`config.mk`:
```
export PLATFORM = sky130hd
export DESIGN_NAME = tpio_top
export DESIGN_NICKNAME = d
export VERILOG_FILES = /design/src/hdl/tpio_pkg.sv /design/src/hdl/tpio_chan.sv /design/src/hdl/tpio_top.sv
export VERILOG_INCLUDE_DIRS = /design/src /design/src/hdl
export SDC_FILE = /design/constraint.sdc
export NUM_CORES = 1
export LEC_CHECK = 0
export ABC_AREA = 1
export BUFFER_PORTS_ARGS = -buffer_cell sky130_fd_sc_hd__buf_2
export CAP_MARGIN = 20
export CORE_UTILIZATION = 62
export CTS_BUF_LIST = sky130_fd_sc_hd__clkbuf_8
export DETAILED_ROUTE_END_ITERATION = 7
export GPL_ROUTABILITY_DRIVEN = 0
export PLACE_DENSITY_LB_ADDON = 0.1
export SLEW_MARGIN = 20
export SYNTH_ARGS = -nofsm -noshare
export SYNTH_HDL_FRONTEND = slang
export SYNTH_HIERARCHICAL = 1
export SYNTH_SLANG_ARGS = --single-unit
```
`constraint.sdc`:
```
create_clock -name clk -period 3.3 [get_ports clk]
set_input_delay 0.33 -clock clk [delete_from_list [all_inputs] [get_ports clk]]
set_output_delay 0.33 -clock clk [all_outputs]
set_load 0.005 [all_outputs]
```
`src/hdl/tpio_regs.svh`:
```
// register offsets, field positions, reset values for the timer pin io control block
`ifndef TPIO_REGS_SVH
`define TPIO_REGS_SVH

`define TPIO_ADDR_W          8
`define TPIO_OFS_CH5_IOCTL   8'h00
`define TPIO_OFS_CH0_IOCTL_H 8'h04
`define TPIO_OFS_CH0_IOCTL_L 8'h08
`define TPIO_OFS_CH0_MODE    8'h0c
`define TPIO_OFS_CH5_GR_B    8'h10
`define TPIO_OFS_CH0_GR_A    8'h14
`define TPIO_OFS_CH0_GR_C    8'h18
`define TPIO_OFS_STATUS      8'h1c

`define TPIO_CH5_FIELD_LSB   4
`define TPIO_CH0_FIELD_LSB   0
`define TPIO_BUF_A_BIT       0

`define TPIO_IOCTL_RST       8'h00
`define TPIO_MODE_RST        8'h00
`define TPIO_GR_RST          16'hffff

`define TPIO_RESP_OKAY       2'h0
`define TPIO_RESP_SLVERR     2'h2

`define TPIO_SYNC_STAGES     3

`endif

```
`src/hdl/tpio_pkg.sv`:
```
// types shared by the timer pin io control block
package tpio_pkg;
	typedef enum logic [1:0] {
		TPIO_OFF,
		TPIO_OC,
		TPIO_IC_PIN,
		TPIO_IC_CH1
	} tpio_mode_e;
	typedef logic [1:0] tpio_resp_t;
endpackage : tpio_pkg

```
`src/hdl/tpio_chan.sv`:
```
// one general register with its pin: output compare or input capture
`timescale 1ns/1ps
module tpio_chan
	import tpio_pkg::*;
#(
	parameter int WIDTH   = 16,
	parameter bit CH1_SRC = 1'b0,
	parameter bit [WIDTH-1:0] GR_RST = '1
) (
	input  wire logic             clk,
	input  wire logic             nrst,
	input  wire logic [3:0]       field,
	input  wire logic             field_wr,
	input  wire logic             inhibit,
	input  wire logic [WIDTH-1:0] count,
	input  wire logic             pin_lvl,
	input  wire logic             ch1_tick,
	input  wire logic             gr_wr,
	input  wire logic [WIDTH-1:0] gr_wdata,
	output logic      [WIDTH-1:0] gr_ff,
	output logic                  pin_out_ff,
	output logic                  pin_oe_ff,
	output logic                  cap_ff,
	output logic                  match_ff
);
	tpio_mode_e mode;
	logic       pin_prev_ff;
	logic       eq_ff;
	logic       rise;
	logic       fall;
	logic       cap_evt;
	logic       match;

	// decode of the 4-bit io field; bit 2 picks the channel 1 source only where one exists
	function automatic tpio_mode_e mode_of(input logic [3:0] f, input logic inh);
		if (inh)
			return TPIO_OFF;
		if (!f[3])
			return (f[1:0] == 2'h0) ? TPIO_OFF : TPIO_OC;
		if (f[2] && CH1_SRC)
			return TPIO_IC_CH1;
		return TPIO_IC_PIN;
	endfunction : mode_of

	assign mode  = mode_of(field, inhibit);
	assign rise  = pin_lvl & ~pin_prev_ff;
	assign fall  = ~pin_lvl & pin_prev_ff;
	assign match = (mode == TPIO_OC) && (count == gr_ff) && !eq_ff;

	always_comb begin
		unique case (mode)
			TPIO_IC_PIN: cap_evt = field[1] ? (rise | fall) : (field[0] ? fall : rise);
			TPIO_IC_CH1: cap_evt = ch1_tick;
			default:     cap_evt = 1'b0;
		endcase
	end

	always_ff @(posedge clk or negedge nrst) begin
		if (!nrst) begin
			pin_prev_ff <= 1'b0;
			eq_ff       <= 1'b0;
		end else begin
			pin_prev_ff <= pin_lvl;
			eq_ff       <= (count == gr_ff);
		end
	end

	always_ff @(posedge clk or negedge nrst) begin
		if (!nrst)
			gr_ff <= GR_RST;
		else if (cap_evt)
			gr_ff <= count;
		else if (gr_wr)
			gr_ff <= gr_wdata;
	end

	always_ff @(posedge clk or negedge nrst) begin
		if (!nrst) begin
			pin_out_ff <= 1'b0;
			pin_oe_ff  <= 1'b0;
		end else begin
			pin_oe_ff <= (mode == TPIO_OC);
			if (field_wr && mode == TPIO_OC)
				pin_out_ff <= field[2];
			else if (match) begin
				unique case (field[1:0])
					2'h1:    pin_out_ff <= 1'b0;
					2'h2:    pin_out_ff <= 1'b1;
					default: pin_out_ff <= ~pin_out_ff;
				endcase
			end
		end
	end

	always_ff @(posedge clk or negedge nrst) begin
		if (!nrst) begin
			cap_ff   <= 1'b0;
			match_ff <= 1'b0;
		end else begin
			cap_ff   <= cap_evt;
			match_ff <= match;
		end
	end

	a_cap_loads_count: assert property (@(posedge clk) disable iff (!nrst)
		cap_evt |=> (gr_ff == $past(count)))
		else $error("capture did not load the counter");

	a_toggle_on_match: assert property (@(posedge clk) disable iff (!nrst)
		(match && field[1:0] == 2'h3 && !field_wr) |=> (pin_out_ff != $past(pin_out_ff)))
		else $error("toggle match did not invert the pin");

	a_set_on_match: assert property (@(posedge clk) disable iff (!nrst)
		(match && field[1:0] == 2'h2 && !field_wr) |=> pin_out_ff)
		else $error("set match did not drive one");

	a_clear_on_match: assert property (@(posedge clk) disable iff (!nrst)
		(match && field[1:0] == 2'h1 && !field_wr) |=> !pin_out_ff)
		else $error("clear match did not drive zero");

	a_fall_capture: assert property (@(posedge clk) disable iff (!nrst)
		(mode == TPIO_IC_PIN && field[1:0] == 2'h1 && $fell(pin_lvl)) |=> cap_ff)
		else $error("falling edge not captured");

	a_both_edges: assert property (@(posedge clk) disable iff (!nrst)
		(mode == TPIO_IC_PIN && field[1] && $changed(pin_lvl)) |=> cap_ff)
		else $error("edge not captured in both-edge mode");
endmodule : tpio_chan

```
`src/hdl/tpio_top.sv`:
```
// timer pin io control: axi4-lite registers, pin synchronisers, three channel slices
//
// The implementer's own choices: the AXI4-Lite register port and the placing of the registers.
`timescale 1ns/1ps
`include "tpio_regs.svh"
module tpio_top
	import tpio_pkg::*;
#(
	parameter int WIDTH = 16
) (
	input  wire logic                     clk,
	input  wire logic                     nrst,
	input  wire logic [`TPIO_ADDR_W-1:0]  s_axi_awaddr,
	input  wire logic                     s_axi_awvalid,
	output logic                          s_axi_awready,
	input  wire logic [31:0]              s_axi_wdata,
	input  wire logic [3:0]               s_axi_wstrb,
	input  wire logic                     s_axi_wvalid,
	output logic                          s_axi_wready,
	output tpio_pkg::tpio_resp_t          s_axi_bresp,
	output logic                          s_axi_bvalid,
	input  wire logic                     s_axi_bready,
	input  wire logic [`TPIO_ADDR_W-1:0]  s_axi_araddr,
	input  wire logic                     s_axi_arvalid,
	output logic                          s_axi_arready,
	output logic [31:0]                   s_axi_rdata,
	output tpio_pkg::tpio_resp_t          s_axi_rresp,
	output logic                          s_axi_rvalid,
	input  wire logic                     s_axi_rready,
	input  wire logic [WIDTH-1:0]         ch0_count,
	input  wire logic [WIDTH-1:0]         ch5_count,
	input  wire logic                     ch1_count_up,
	input  wire logic                     ch1_count_down,
	input  wire logic                     ch5_pin_b_in,
	output logic                          ch5_pin_b_out,
	output logic                          ch5_pin_b_oe,
	input  wire logic                     ch0_pin_a_in,
	output logic                          ch0_pin_a_out,
	output logic                          ch0_pin_a_oe,
	input  wire logic                     ch0_pin_c_in,
	output logic                          ch0_pin_c_out,
	output logic                          ch0_pin_c_oe
);
	import tpio_pkg::*;

	localparam int NCH = 3;
	localparam int SB5 = 0;
	localparam int SA0 = 1;
	localparam int SC0 = 2;

	logic [`TPIO_ADDR_W-1:0] aw_addr_ff;
	logic                    aw_full_ff;
	logic [31:0]             w_data_ff;
	logic [3:0]              w_strb_ff;
	logic                    w_full_ff;
	logic                    wr_go;
	logic                    wr_hit;

	logic [7:0]              ch5_io_control_ff;
	logic [7:0]              ch0_io_control_high_ff;
	logic [7:0]              ch0_io_control_low_ff;
	logic [7:0]              ch0_mode_register_ff;
	logic [NCH-1:0]          field_wr_ff;

	logic [NCH-1:0]          pin_raw;
	logic [NCH-1:0]          pin_lvl_ff;
	logic [`TPIO_SYNC_STAGES-1:0] sync_ff [NCH];

	logic [3:0]              field      [NCH];
	logic [WIDTH-1:0]        count      [NCH];
	logic [WIDTH-1:0]        gr         [NCH];
	logic [NCH-1:0]          gr_wr;
	logic [WIDTH-1:0]        gr_wdata   [NCH];
	logic [NCH-1:0]          pin_out;
	logic [NCH-1:0]          pin_oe;
	logic [NCH-1:0]          cap;
	logic [NCH-1:0]          match;
	logic [NCH-1:0]          inhibit;
	logic                    ch1_tick;
	logic                    buffer_mode_a;
	logic [NCH-1:0]          cap_seen_ff;
	logic [NCH-1:0]          match_seen_ff;

	// byte-lane merge of a write into an old register value
	function automatic logic [31:0] merge(input logic [31:0] old, input logic [31:0] nw,
		input logic [3:0] be);
		logic [31:0] r;
		r = old;
		for (int i = 0; i < 4; i++) begin
			if (be[i])
				r[8*i +: 8] = nw[8*i +: 8];
		end
		return r;
	endfunction : merge

	// register decode shared by read and write paths
	function automatic logic is_mapped(input logic [`TPIO_ADDR_W-1:0] a);
		unique case (a)
			`TPIO_OFS_CH5_IOCTL, `TPIO_OFS_CH0_IOCTL_H, `TPIO_OFS_CH0_IOCTL_L,
			`TPIO_OFS_CH0_MODE, `TPIO_OFS_CH5_GR_B, `TPIO_OFS_CH0_GR_A,
			`TPIO_OFS_CH0_GR_C, `TPIO_OFS_STATUS:
				return 1'b1;
			default:
				return 1'b0;
		endcase
	endfunction : is_mapped

	// write address and data channels, taken in either order
	always_ff @(posedge clk or negedge nrst) begin
		if (!nrst) begin
			aw_full_ff    <= 1'b0;
			aw_addr_ff    <= '0;
			s_axi_awready <= 1'b1;
		end else if (s_axi_awvalid && s_axi_awready) begin
			aw_full_ff    <= 1'b1;
			aw_addr_ff    <= s_axi_awaddr;
			s_axi_awready <= 1'b0;
		end else if (s_axi_bvalid && s_axi_bready) begin
			s_axi_awready <= 1'b1;
		end else if (wr_go) begin
			aw_full_ff <= 1'b0;
		end
	end

	always_ff @(posedge clk or negedge nrst) begin
		if (!nrst) begin
			w_full_ff    <= 1'b0;
			w_data_ff    <= '0;
			w_strb_ff    <= '0;
			s_axi_wready <= 1'b1;
		end else if (s_axi_wvalid && s_axi_wready) begin
			w_full_ff    <= 1'b1;
			w_data_ff    <= s_axi_wdata;
			w_strb_ff    <= s_axi_wstrb;
			s_axi_wready <= 1'b0;
		end else if (s_axi_bvalid && s_axi_bready) begin
			s_axi_wready <= 1'b1;
		end else if (wr_go) begin
			w_full_ff <= 1'b0;
		end
	end

	assign wr_go  = aw_full_ff && w_full_ff && !s_axi_bvalid;
	assign wr_hit = wr_go && is_mapped(aw_addr_ff) && aw_addr_ff != `TPIO_OFS_STATUS;

	always_ff @(posedge clk or negedge nrst) begin
		if (!nrst) begin
			s_axi_bvalid <= 1'b0;
			s_axi_bresp  <= `TPIO_RESP_OKAY;
		end else if (wr_go) begin
			s_axi_bvalid <= 1'b1;
			s_axi_bresp  <= wr_hit ? `TPIO_RESP_OKAY : `TPIO_RESP_SLVERR;
		end else if (s_axi_bready) begin
			s_axi_bvalid <= 1'b0;
		end
	end

	// io control and mode registers; only the documented nibble, or bit 0 of the mode register, is writable
	always_ff @(posedge clk or negedge nrst) begin
		if (!nrst) begin
			ch5_io_control_ff      <= `TPIO_IOCTL_RST;
			ch0_io_control_high_ff <= `TPIO_IOCTL_RST;
			ch0_io_control_low_ff  <= `TPIO_IOCTL_RST;
			ch0_mode_register_ff   <= `TPIO_MODE_RST;
			field_wr_ff            <= '0;
		end else begin
			field_wr_ff <= '0;
			if (wr_hit && w_strb_ff[0]) begin
				unique case (aw_addr_ff)
					`TPIO_OFS_CH5_IOCTL: begin
						ch5_io_control_ff <= {w_data_ff[7:4], 4'h0};
						field_wr_ff[SB5]  <= 1'b1;
					end
					`TPIO_OFS_CH0_IOCTL_H: begin
						ch0_io_control_high_ff <= {4'h0, w_data_ff[3:0]};
						field_wr_ff[SA0]       <= 1'b1;
					end
					`TPIO_OFS_CH0_IOCTL_L: begin
						ch0_io_control_low_ff <= {4'h0, w_data_ff[3:0]};
						field_wr_ff[SC0]      <= 1'b1;
					end
					`TPIO_OFS_CH0_MODE:
						ch0_mode_register_ff <= {7'h00, w_data_ff[`TPIO_BUF_A_BIT]};
					default: ;
				endcase
			end
		end
	end

	// general register writes from the bus, merged by byte lane
	always_comb begin
		gr_wr = '0;
		for (int i = 0; i < NCH; i++)
			gr_wdata[i] = WIDTH'(merge(32'(gr[i]), w_data_ff, w_strb_ff));
		if (wr_hit) begin
			gr_wr[SB5] = (aw_addr_ff == `TPIO_OFS_CH5_GR_B);
			gr_wr[SA0] = (aw_addr_ff == `TPIO_OFS_CH0_GR_A);
			gr_wr[SC0] = (aw_addr_ff == `TPIO_OFS_CH0_GR_C);
		end
	end

	// read channel: one read at a time, answer one cycle after it is taken
	always_ff @(posedge clk or negedge nrst) begin
		if (!nrst) begin
			s_axi_arready <= 1'b1;
			s_axi_rvalid  <= 1'b0;
			s_axi_rdata   <= '0;
			s_axi_rresp   <= `TPIO_RESP_OKAY;
		end else if (s_axi_arvalid && s_axi_arready) begin
			s_axi_arready <= 1'b0;
			s_axi_rvalid  <= 1'b1;
			s_axi_rresp   <= is_mapped(s_axi_araddr) ? `TPIO_RESP_OKAY : `TPIO_RESP_SLVERR;
			unique case (s_axi_araddr)
				`TPIO_OFS_CH5_IOCTL:   s_axi_rdata <= {24'h000000, ch5_io_control_ff};
				`TPIO_OFS_CH0_IOCTL_H: s_axi_rdata <= {24'h000000, ch0_io_control_high_ff};
				`TPIO_OFS_CH0_IOCTL_L: s_axi_rdata <= {24'h000000, ch0_io_control_low_ff};
				`TPIO_OFS_CH0_MODE:    s_axi_rdata <= {24'h000000, ch0_mode_register_ff};
				`TPIO_OFS_CH5_GR_B:    s_axi_rdata <= 32'(gr[SB5]);
				`TPIO_OFS_CH0_GR_A:    s_axi_rdata <= 32'(gr[SA0]);
				`TPIO_OFS_CH0_GR_C:    s_axi_rdata <= 32'(gr[SC0]);
				`TPIO_OFS_STATUS:      s_axi_rdata <= {18'h00000, match_seen_ff, cap_seen_ff,
					1'b0, pin_oe, 1'b0, pin_lvl_ff};
				default:               s_axi_rdata <= '0;
			endcase
		end else if (s_axi_rvalid && s_axi_rready) begin
			s_axi_rvalid  <= 1'b0;
			s_axi_arready <= 1'b1;
		end
	end

	// sticky event flags for software, set on every event, cleared by a write of the channel's io control
	always_ff @(posedge clk or negedge nrst) begin
		if (!nrst) begin
			cap_seen_ff   <= '0;
			match_seen_ff <= '0;
		end else begin
			cap_seen_ff   <= cap | (cap_seen_ff & ~field_wr_ff);
			match_seen_ff <= match | (match_seen_ff & ~field_wr_ff);
		end
	end

	// pin synchronisers: a change counts once stages two and three agree
	assign pin_raw = {ch0_pin_c_in, ch0_pin_a_in, ch5_pin_b_in};
	generate
		for (genvar g = 0; g < NCH; g++) begin : g_sync
			always_ff @(posedge clk or negedge nrst) begin
				if (!nrst) begin
					sync_ff[g]    <= '0;
					pin_lvl_ff[g] <= 1'b0;
				end else begin
					sync_ff[g] <= {sync_ff[g][`TPIO_SYNC_STAGES-2:0], pin_raw[g]};
					if (sync_ff[g][1] == sync_ff[g][2])
						pin_lvl_ff[g] <= sync_ff[g][2];
				end
			end
		end
	endgenerate

	assign buffer_mode_a = ch0_mode_register_ff[`TPIO_BUF_A_BIT];
	assign ch1_tick      = ch1_count_up | ch1_count_down;
	assign field[SB5]    = ch5_io_control_ff[`TPIO_CH5_FIELD_LSB +: 4];
	assign field[SA0]    = ch0_io_control_high_ff[`TPIO_CH0_FIELD_LSB +: 4];
	assign field[SC0]    = ch0_io_control_low_ff[`TPIO_CH0_FIELD_LSB +: 4];
	assign count[SB5]    = ch5_count;
	assign count[SA0]    = ch0_count;
	assign count[SC0]    = ch0_count;
	assign inhibit       = {buffer_mode_a, 2'b00};

	generate
		for (genvar g = 0; g < NCH; g++) begin : g_chan
			tpio_chan #(
				.WIDTH   (WIDTH),
				.CH1_SRC (g != SB5),
				.GR_RST  (WIDTH'(`TPIO_GR_RST))
			) u_chan (
				.clk        (clk),
				.nrst       (nrst),
				.field      (field[g]),
				.field_wr   (field_wr_ff[g]),
				.inhibit    (inhibit[g]),
				.count      (count[g]),
				.pin_lvl    (pin_lvl_ff[g]),
				.ch1_tick   (ch1_tick),
				.gr_wr      (gr_wr[g]),
				.gr_wdata   (gr_wdata[g]),
				.gr_ff      (gr[g]),
				.pin_out_ff (pin_out[g]),
				.pin_oe_ff  (pin_oe[g]),
				.cap_ff     (cap[g]),
				.match_ff   (match[g])
			);
		end
	endgenerate

	assign ch5_pin_b_out = pin_out[SB5];
	assign ch5_pin_b_oe  = pin_oe[SB5];
	assign ch0_pin_a_out = pin_out[SA0];
	assign ch0_pin_a_oe  = pin_oe[SA0];
	assign ch0_pin_c_out = pin_out[SC0];
	assign ch0_pin_c_oe  = pin_oe[SC0];

	a_rise_capture_a0: assert property (@(posedge clk) disable iff (!nrst)
		(field[SA0] == 4'h8 && $rose(pin_lvl_ff[SA0])) |=> cap[SA0])
		else $error("ch0 a did not capture its own pin rise");

	a_ch5_bit2_ignored: assert property (@(posedge clk) disable iff (!nrst)
		(field[SB5] == 4'hc && $rose(pin_lvl_ff[SB5])) |=> cap[SB5])
		else $error("ch5 b capture lost with bit2 set");

	a_ch1_source: assert property (@(posedge clk) disable iff (!nrst)
		(field[SA0][3:2] == 2'h3 && ch1_tick) |=> (cap[SA0] && gr[SA0] == $past(ch0_count)))
		else $error("channel 1 count did not capture into ch0 a");

	a_buffer_c_inert: assert property (@(posedge clk) disable iff (!nrst)
		buffer_mode_a [*2] |=> (!cap[SC0] && !pin_oe[SC0] && !match[SC0]))
		else $error("register c active in buffer mode");

	a_c_oe_compare: assert property (@(posedge clk) disable iff (!nrst)
		(!buffer_mode_a && !field[SC0][3] && field[SC0][1:0] != 2'h0) |=> pin_oe[SC0])
		else $error("ch0 c compare pin not enabled");

	a_init_level: assert property (@(posedge clk) disable iff (!nrst)
		(field_wr_ff[SB5] && field[SB5][3:0] == 4'h6) |=> (ch5_pin_b_out && ch5_pin_b_oe))
		else $error("ch5 b initial level not one");

	a_bresp_hold: assert property (@(posedge clk) disable iff (!nrst)
		(s_axi_bvalid && !s_axi_bready) |=> (s_axi_bvalid && $stable(s_axi_bresp)))
		else $error("write response dropped before taken");

	a_field_nibble: assert property (@(posedge clk) disable iff (!nrst)
		(ch5_io_control_ff[3:0] == 4'h0 && ch0_io_control_high_ff[7:4] == 4'h0))
		else $error("field outside its nibble");
endmodule : tpio_top

```
# Word-level counts from Yosys, hierarchy flattened
# Memories as Yosys holds them, arrays and structs flattened.
# Cells that the tools add are included.
# W data, S select, Z words.
[totals]
in_bits = 96
mem_count = 2
mem_bits_ro = 64
reg_bits = 169
latch_bits = 0
ram_bits = 0
output_inout_bits = 47
[classes]
addsub = 0
n_reduce_logical = 60
n_bitwise = 24
n_shift = 0
order_cmp = 0
div_mod_pow = 0
multipliers = 0
mux = 72
eq_ne = 37
[memory_table]
columns = ["memory", "words", "width", "rd", "rd_ports_with_merged_regs", "wr", "line_no", "rtl"]
rows = [
  ["(name not given)", 32, 1, 1, 0, 0, "tpio_top.sv:98", "unique case (a)"],
  ["(name not given)", 32, 1, 1, 0, 0, "tpio_top.sv:98", ""],
]
[op_table]
columns = ["cell", "n"]
rows = [
  ["$pmux W16 S8", 1],
  ["$mux W16", 6],
  ["$eq A8 B5 Y1 const B", 7],
  ["$eq A16 B16 Y1", 3],
  ["$mux W1", 42],
  ["$reduce_bool A2 Y1", 18],
  ["$eq A8 B4 Y1 const B", 4],
  ["$mux W2", 13],
  ["$reduce_and A2 Y1", 12],
  ["$logic_and A1 B1 Y1", 19],
  ["$eq A2 B2 Y1 const B", 9],
  ["$eq A8 B3 Y1 const B", 2],
  ["$logic_not A8 Y1", 2],
  ["$mux W8", 2],
  ["$eq A2 B1 Y1 const B", 6],
  ["$pmux W1 S2", 6],
  ["$not A1 Y1", 9],
  ["$ne A8 B5 Y1 const B", 1],
  ["$and A1 B1 Y1", 6],
  ["$and A3 B3 Y3", 2],
  ["$logic_not A2 Y1", 3],
  ["$logic_not A3 Y1", 2],
  ["$mux W3", 2],
  ["$or A3 B3 Y3", 2],
  ["other kinds (5)", 14],
]

# Longest topological paths before layout
[depth]
depth_word = 12
ltp_mapped = 10
mapped_depth_nobuf = 9

# Modules after synthesis
# The synthesis kept the hierarchy.
[by_module_without_submodules]
columns = ["module", "seq_area_each_um2", "cells_each", "n_inst", "area_per_inst_um2"]
rows = [
  ["tpio_top", 2130.8, 568, 1, 4539.4],
  ["tpio_chan at g_chan[1].u_chan ...", 570.5, 212, 2, 1616.6],
  ["tpio_chan at g_chan[0].u_chan", 570.5, 182, 1, 1491.4],
]

# Worst setup path after synthesis
# Ideal clock, no wire load.
[synth_timing]
kind = "flip-flop to flip-flop"
from = "register s_axi_bvalid"
to = "register g_chan[0].u_chan.gr_ff[15]"
path_stages_with_launch = 10
slack_ns = 1.730
t_arrival_ns = 1.490
n_path_buf = 2
path_cell_list = "dfrtp_1 inv_1 nand3_2 nor2_2 nand3_1 nor2_1 buf_2 buf_1 nand3_1 o221ai_2"
[synth_between]
elab_chain_cells = 7
[synth_lines]
columns = ["element", "line_no", "rtl"]
rows = [
  ["from (decl)", "tpio_top.sv:21", "output logic s_axi_bvalid,"],
  ["from (signal assigned)", "tpio_top.sv:148", "s_axi_bvalid <= 1'b0;"],
  ["from (signal assigned)", "tpio_top.sv:151", "s_axi_bvalid <= 1'b1;"],
  ["from (signal assigned)", "tpio_top.sv:154", "s_axi_bvalid <= 1'b0;"],
  ["$logic_not A1 Y1", "tpio_top.sv:143", "assign wr_go = aw_full_ff && w_full_ff && !s_axi_bvalid;"],
  ["$logic_and A1 B1 Y1", "tpio_top.sv:143", ""],
  ["$logic_and A1 B1 Y1", "tpio_top.sv:144", "assign wr_hit = wr_go && is_mapped(aw_addr_ff) && aw_addr_ff != `TPIO_OFS_STATUS;"],
  ["$logic_and A1 B1 Y1 (no source line)", "--", ""],
  ["$mux W3", "tpio_top.sv:195", "if (wr_hit) begin"],
  ["net gr_wr[0]", "tpio_top.sv:72", "logic [NCH-1:0] gr_wr;"],
  ["$reduce_bool A2 Y1 (no source line)", "--", ""],
  ["$reduce_and A2 Y1 (no source line)", "--", ""],
  ["to (signal assigned)", "tpio_chan.sv:72", "gr_ff <= count;"],
  ["to (signal assigned)", "tpio_chan.sv:74", "gr_ff <= gr_wdata;"],
  ["to (decl)", "tpio_chan.sv:20", "output logic [WIDTH-1:0] gr_ff,"],
]
# The timed path passes the listed nets, and every way through them passes these cells.
# A chain may end at the register's enable or synchronous reset.

# Final worst setup path
[layout_timing]
from = "register pin_lvl_ff[2]"
to = "register g_chan[2].u_chan.gr_ff[14]"
[layout_between]
elab_chain_cells = 7
word_cells_on_any_way = 11
cone_classes = "mux: 4; bitwise: 4; reduce/logical: 3"
[layout_lines]
columns = ["element", "line_no", "rtl"]
rows = [
  ["from (decl)", "tpio_top.sv:66", "logic [NCH-1:0] pin_lvl_ff;"],
  ["from (signal, indexed assignment)", "tpio_top.sv:253", "pin_lvl_ff[g] <= sync_ff[g][2];"],
  ["$not A1 Y1", "tpio_chan.sv:47", "assign fall = ~pin_lvl & pin_prev_ff;"],
  ["$and A1 B1 Y1", "tpio_chan.sv:47", ""],
  ["$mux W1 or $or A1 B1 Y1 (tied branches)", "tpio_chan.sv:52", "TPIO_IC_PIN: cap_evt = field[1] ? (rise | fall) : (field[0] ? fall : rise);"],
  ["$mux W1 *", "tpio_chan.sv:52", ""],
  ["$pmux W1 S2 *", "tpio_chan.sv:51", "unique case (mode)"],
  ["$reduce_bool A2 Y1 (no source line)", "--", ""],
  ["$reduce_and A2 Y1 (no source line)", "--", ""],
  ["to (signal assigned)", "tpio_chan.sv:72", ""],
  ["to (signal assigned)", "tpio_chan.sv:74", ""],
  ["to (decl)", "tpio_chan.sv:20", ""],
]
# Every way passes the cells marked *; elsewhere a longest branch is shown, timed or not.

==> run summary <==
status -> completed
Max VDD drop -> 529 uV
cells after synthesis -> 1,174
worst flop-to-flop path endpoint -> g_chan[2].u_chan/gr_ff[14]
post-route cell area -> 0.0102 mm2
CTS tree -> yes
DR DRC count -> 0
most frequent cell after synthesis -> nand2_1
syn avg cell area -> 7.89 um2
Clk pin slew, worst setup/hold paths -> 0.09 ns
ratio of cells with drive above 1 in the final layout -> 0.257
Synth area leaders -> dfrtp_1 27%, dfstp_2 14%, nand2_1 12%
core footprint -> 0.0145 mm2
Relative slew margins -> 0.353
Worst Skew -> 0.0139 ns
Critical Path Sink Type -> register
final hold vios -> 0
max cap viols -> 0
Power Density -> 494 mW/mm2
Worst Tran Pin Value -> 0.971 ns
register area share after synthesis -> 0.415
setup TNS -> 0 ns
Yosys top cell area share -> 0.270
# rows -> 44
FMAX -> 0.468 GHz
post_cts resized -> 0
ant diodes -> 0
Worst Path Required -> 3.71 ns
Max clock buf depth -> 2
Final ANT Viol Nets -> 0
ys flop type -> dfrtp_1
IO Count -> 143
first-pass GRT wire length -> 38,000 um
largest net degree at the start of global routing -> 71
hold_buf cts -> 4
vias in the first global route -> 7,450
async set or reset register ratio after synthesis -> 1.00
synth unique cells -> 41
setup violators final -> 0
Port Buffers -> 106
Hold Crit Endpoint -> s_axi_bvalid
wirelength, routed -> 23,200 um
DR WL/cell -> 15.8 um
reg2reg path depth -> 9
die area -> 0.0154 mm2
initial core utilization -> 0.637
All-Layer GR Usage -> 0.313
die width -> 124 um
final worst path period share -> 0.648
filler cell count -> 1,223
leakage -> 5.31 nW
Slew Limit Fails -> 0
Vias -> 8,165
Layout Area Growth over Synthesis -> 10.5%
number of post-CTS setup repair buffers -> 0
Syn. warnings -> 6
crit path max fanout -> 33
root buf cell -> clkbuf_8
CTS buffer count -> 17
grt total ovfl -> 0
WP data arrival -> 2.54 ns
Synth Cell Area -> 0.00926 mm2
RSZ-0062 raised after global routing -> no
Post-synth EDFFs -> 0
fin nets -> 1,379
height of the die -> 124 um
worst hold path type -> input pin to register
DRT Pass-1 Iters -> 5
Final Power -> 5.06 mW
clock sinks -> 151
Seq cells post-synth -> 151
antenna violations before repair -> 0
H-tree depth -> 4
setup ws final -> 1.16 ns
cell depth of the worst hold path -> 2
crit path launch type -> register
Via-to-Cell Ratio -> 5.56
DP Worst Slack -> 1.21 ns
register-to-register setup slack -> 1.16 ns
area leader, netlist -> dfrtp_1
hpwl dp -> 16,700 um
clock latency at the later pin of the worst-skew pair -> 0.47 ns
crit path time final -> 2.14 ns
DP Area -> 0.00976 mm2
Post-synth top cells -> 300 x nand2_1, 155 x inv_1, 114 x nand3_1
First DRT Iteration DRCs -> 727
launch point of the worst reg-to-reg path -> pin_lvl_ff[2]
WS Path Type -> register to register
hold_sp -> s_axi_bready
## kinds of logic (layout without fill, tap and decap cells)
group,after synthesis,count (layout),synth area share
simple gates,649,649,0.343
buf+inv,234,322,0.119
flops,151,151,0.415
compound gates,93,93,0.0689
mux,20,20,0.0243
fa+ha+maj,15,15,0.0194
xor+xnor,11,11,0.0104
other cells,1,23,0.000405
## routing by layer
metal  vias up  track usage  wire length, um
li1       3936            -                -
met1      3794        0.453            10200
met2       393        0.457            10300
met3        42       0.0703             2180
met4         0        0.115              584
met5         -            0                0
## power breakdown
part,switching (mW),internal (mW)
clock network,0.723,0.859
registers,0.270,2.11
logic,0.693,0.411
## final cells by class
cell class | instances | area (um2) | area share
clock buffer | 19 | 262 | 0.0255
clock inverter | 13 | 179 | 0.0175
inverter | 169 | 648 | 0.0633
multi-input combinational | 811 | 4400 | 0.430
sequential | 151 | 3840 | 0.375
tap | 184 | 230 | 0.0225
timing repair buffer | 121 | 672 | 0.0656
## worst max-delay path, cell delays in order, from the launching register on
cell and delay [ns]:
dfrtp_1 0.50, inv_1 0.08, ha_1 0.30, nand2_1 0.06, inv_1 0.06, a31oi_4 0.16, nand3b_4 0.34, nand2_4 0.37
nand2_1 0.10, nand3_1 0.09
## registers in the layout, indices dropped and copies added (netlist names), 4 cells and up
register,flops
w_data_ff,16
s_axi_rdata,16
aw_addr_ff,8
sync_ff,9
ch5_io_control_ff,4
ch0_io_control_low_ff,4
g_chan.u_chan/gr_ff,48
ch0_io_control_high_ff,4
## through the flow
| step | hold WS (ns) | util | instances |
|---|---|---|---|
| floorplan | 0.0344 | - | 1196 |
| global placement | 0.334 | 0.671 | 1432 |
| detailed placement | 0.339 | 0.671 | 1432 |
| CTS | 0.0536 | 0.704 | 1468 |
| global route | 0.0531 | 0.704 | 1468 |
| finish | 0.0739 | 0.704 | 1468 |
## placed cells by master (no fill, tap or decap), types with 2 or more instances in the layout
cell / count
o21ai_1: 12
maj3_1: 3
clkinvlp_4: 5
a21oi_2: 2
nor2_1: 77
o221ai_1: 2
nor2_2: 12
conb_1: 23
nand3_2: 28
nor3_4: 2
o221ai_2: 11
ha_1: 12
a31oi_4: 2
nor2_4: 5
dlygate4sd3_1: 4
inv_1: 157
clkbuf_8: 19
mux2_2: 20
o21bai_1: 6
nand2_1: 300
bufinv_16: 4
dfrtp_1: 100
nand3b_4: 2
buf_4: 10
buf_2: 105
nand2_4: 4
nand4_1: 68
dfstp_2: 51
nor4_1: 2
nand2_2: 31
nand3_1: 114
xor2_1: 11
nand3b_1: 2
o21ai_0: 49
inv_2: 10
a21oi_1: 9
clkinv_1: 3
## how the worst max path moves through the flow
stage / cells past startpoint / end / startpoint / slack [ns]
after floorplan: 9 / g_chan[0].u_chan/gr_ff[15] / s_axi_bvalid / 1.73
after global placement: 9 / g_chan[2].u_chan/gr_ff[10] / pin_lvl_ff[2] / 1.25
after detailed placement: 9 / g_chan[2].u_chan/gr_ff[14] / pin_lvl_ff[2] / 1.21
after CTS: 9 / g_chan[2].u_chan/gr_ff[14] / pin_lvl_ff[2] / 1.19
after global routing: 9 / g_chan[2].u_chan/gr_ff[10] / pin_lvl_ff[2] / 0.99
final: 9 / g_chan[2].u_chan/gr_ff[14] / pin_lvl_ff[2] / 1.16
(Power assumes the default switching activity.)
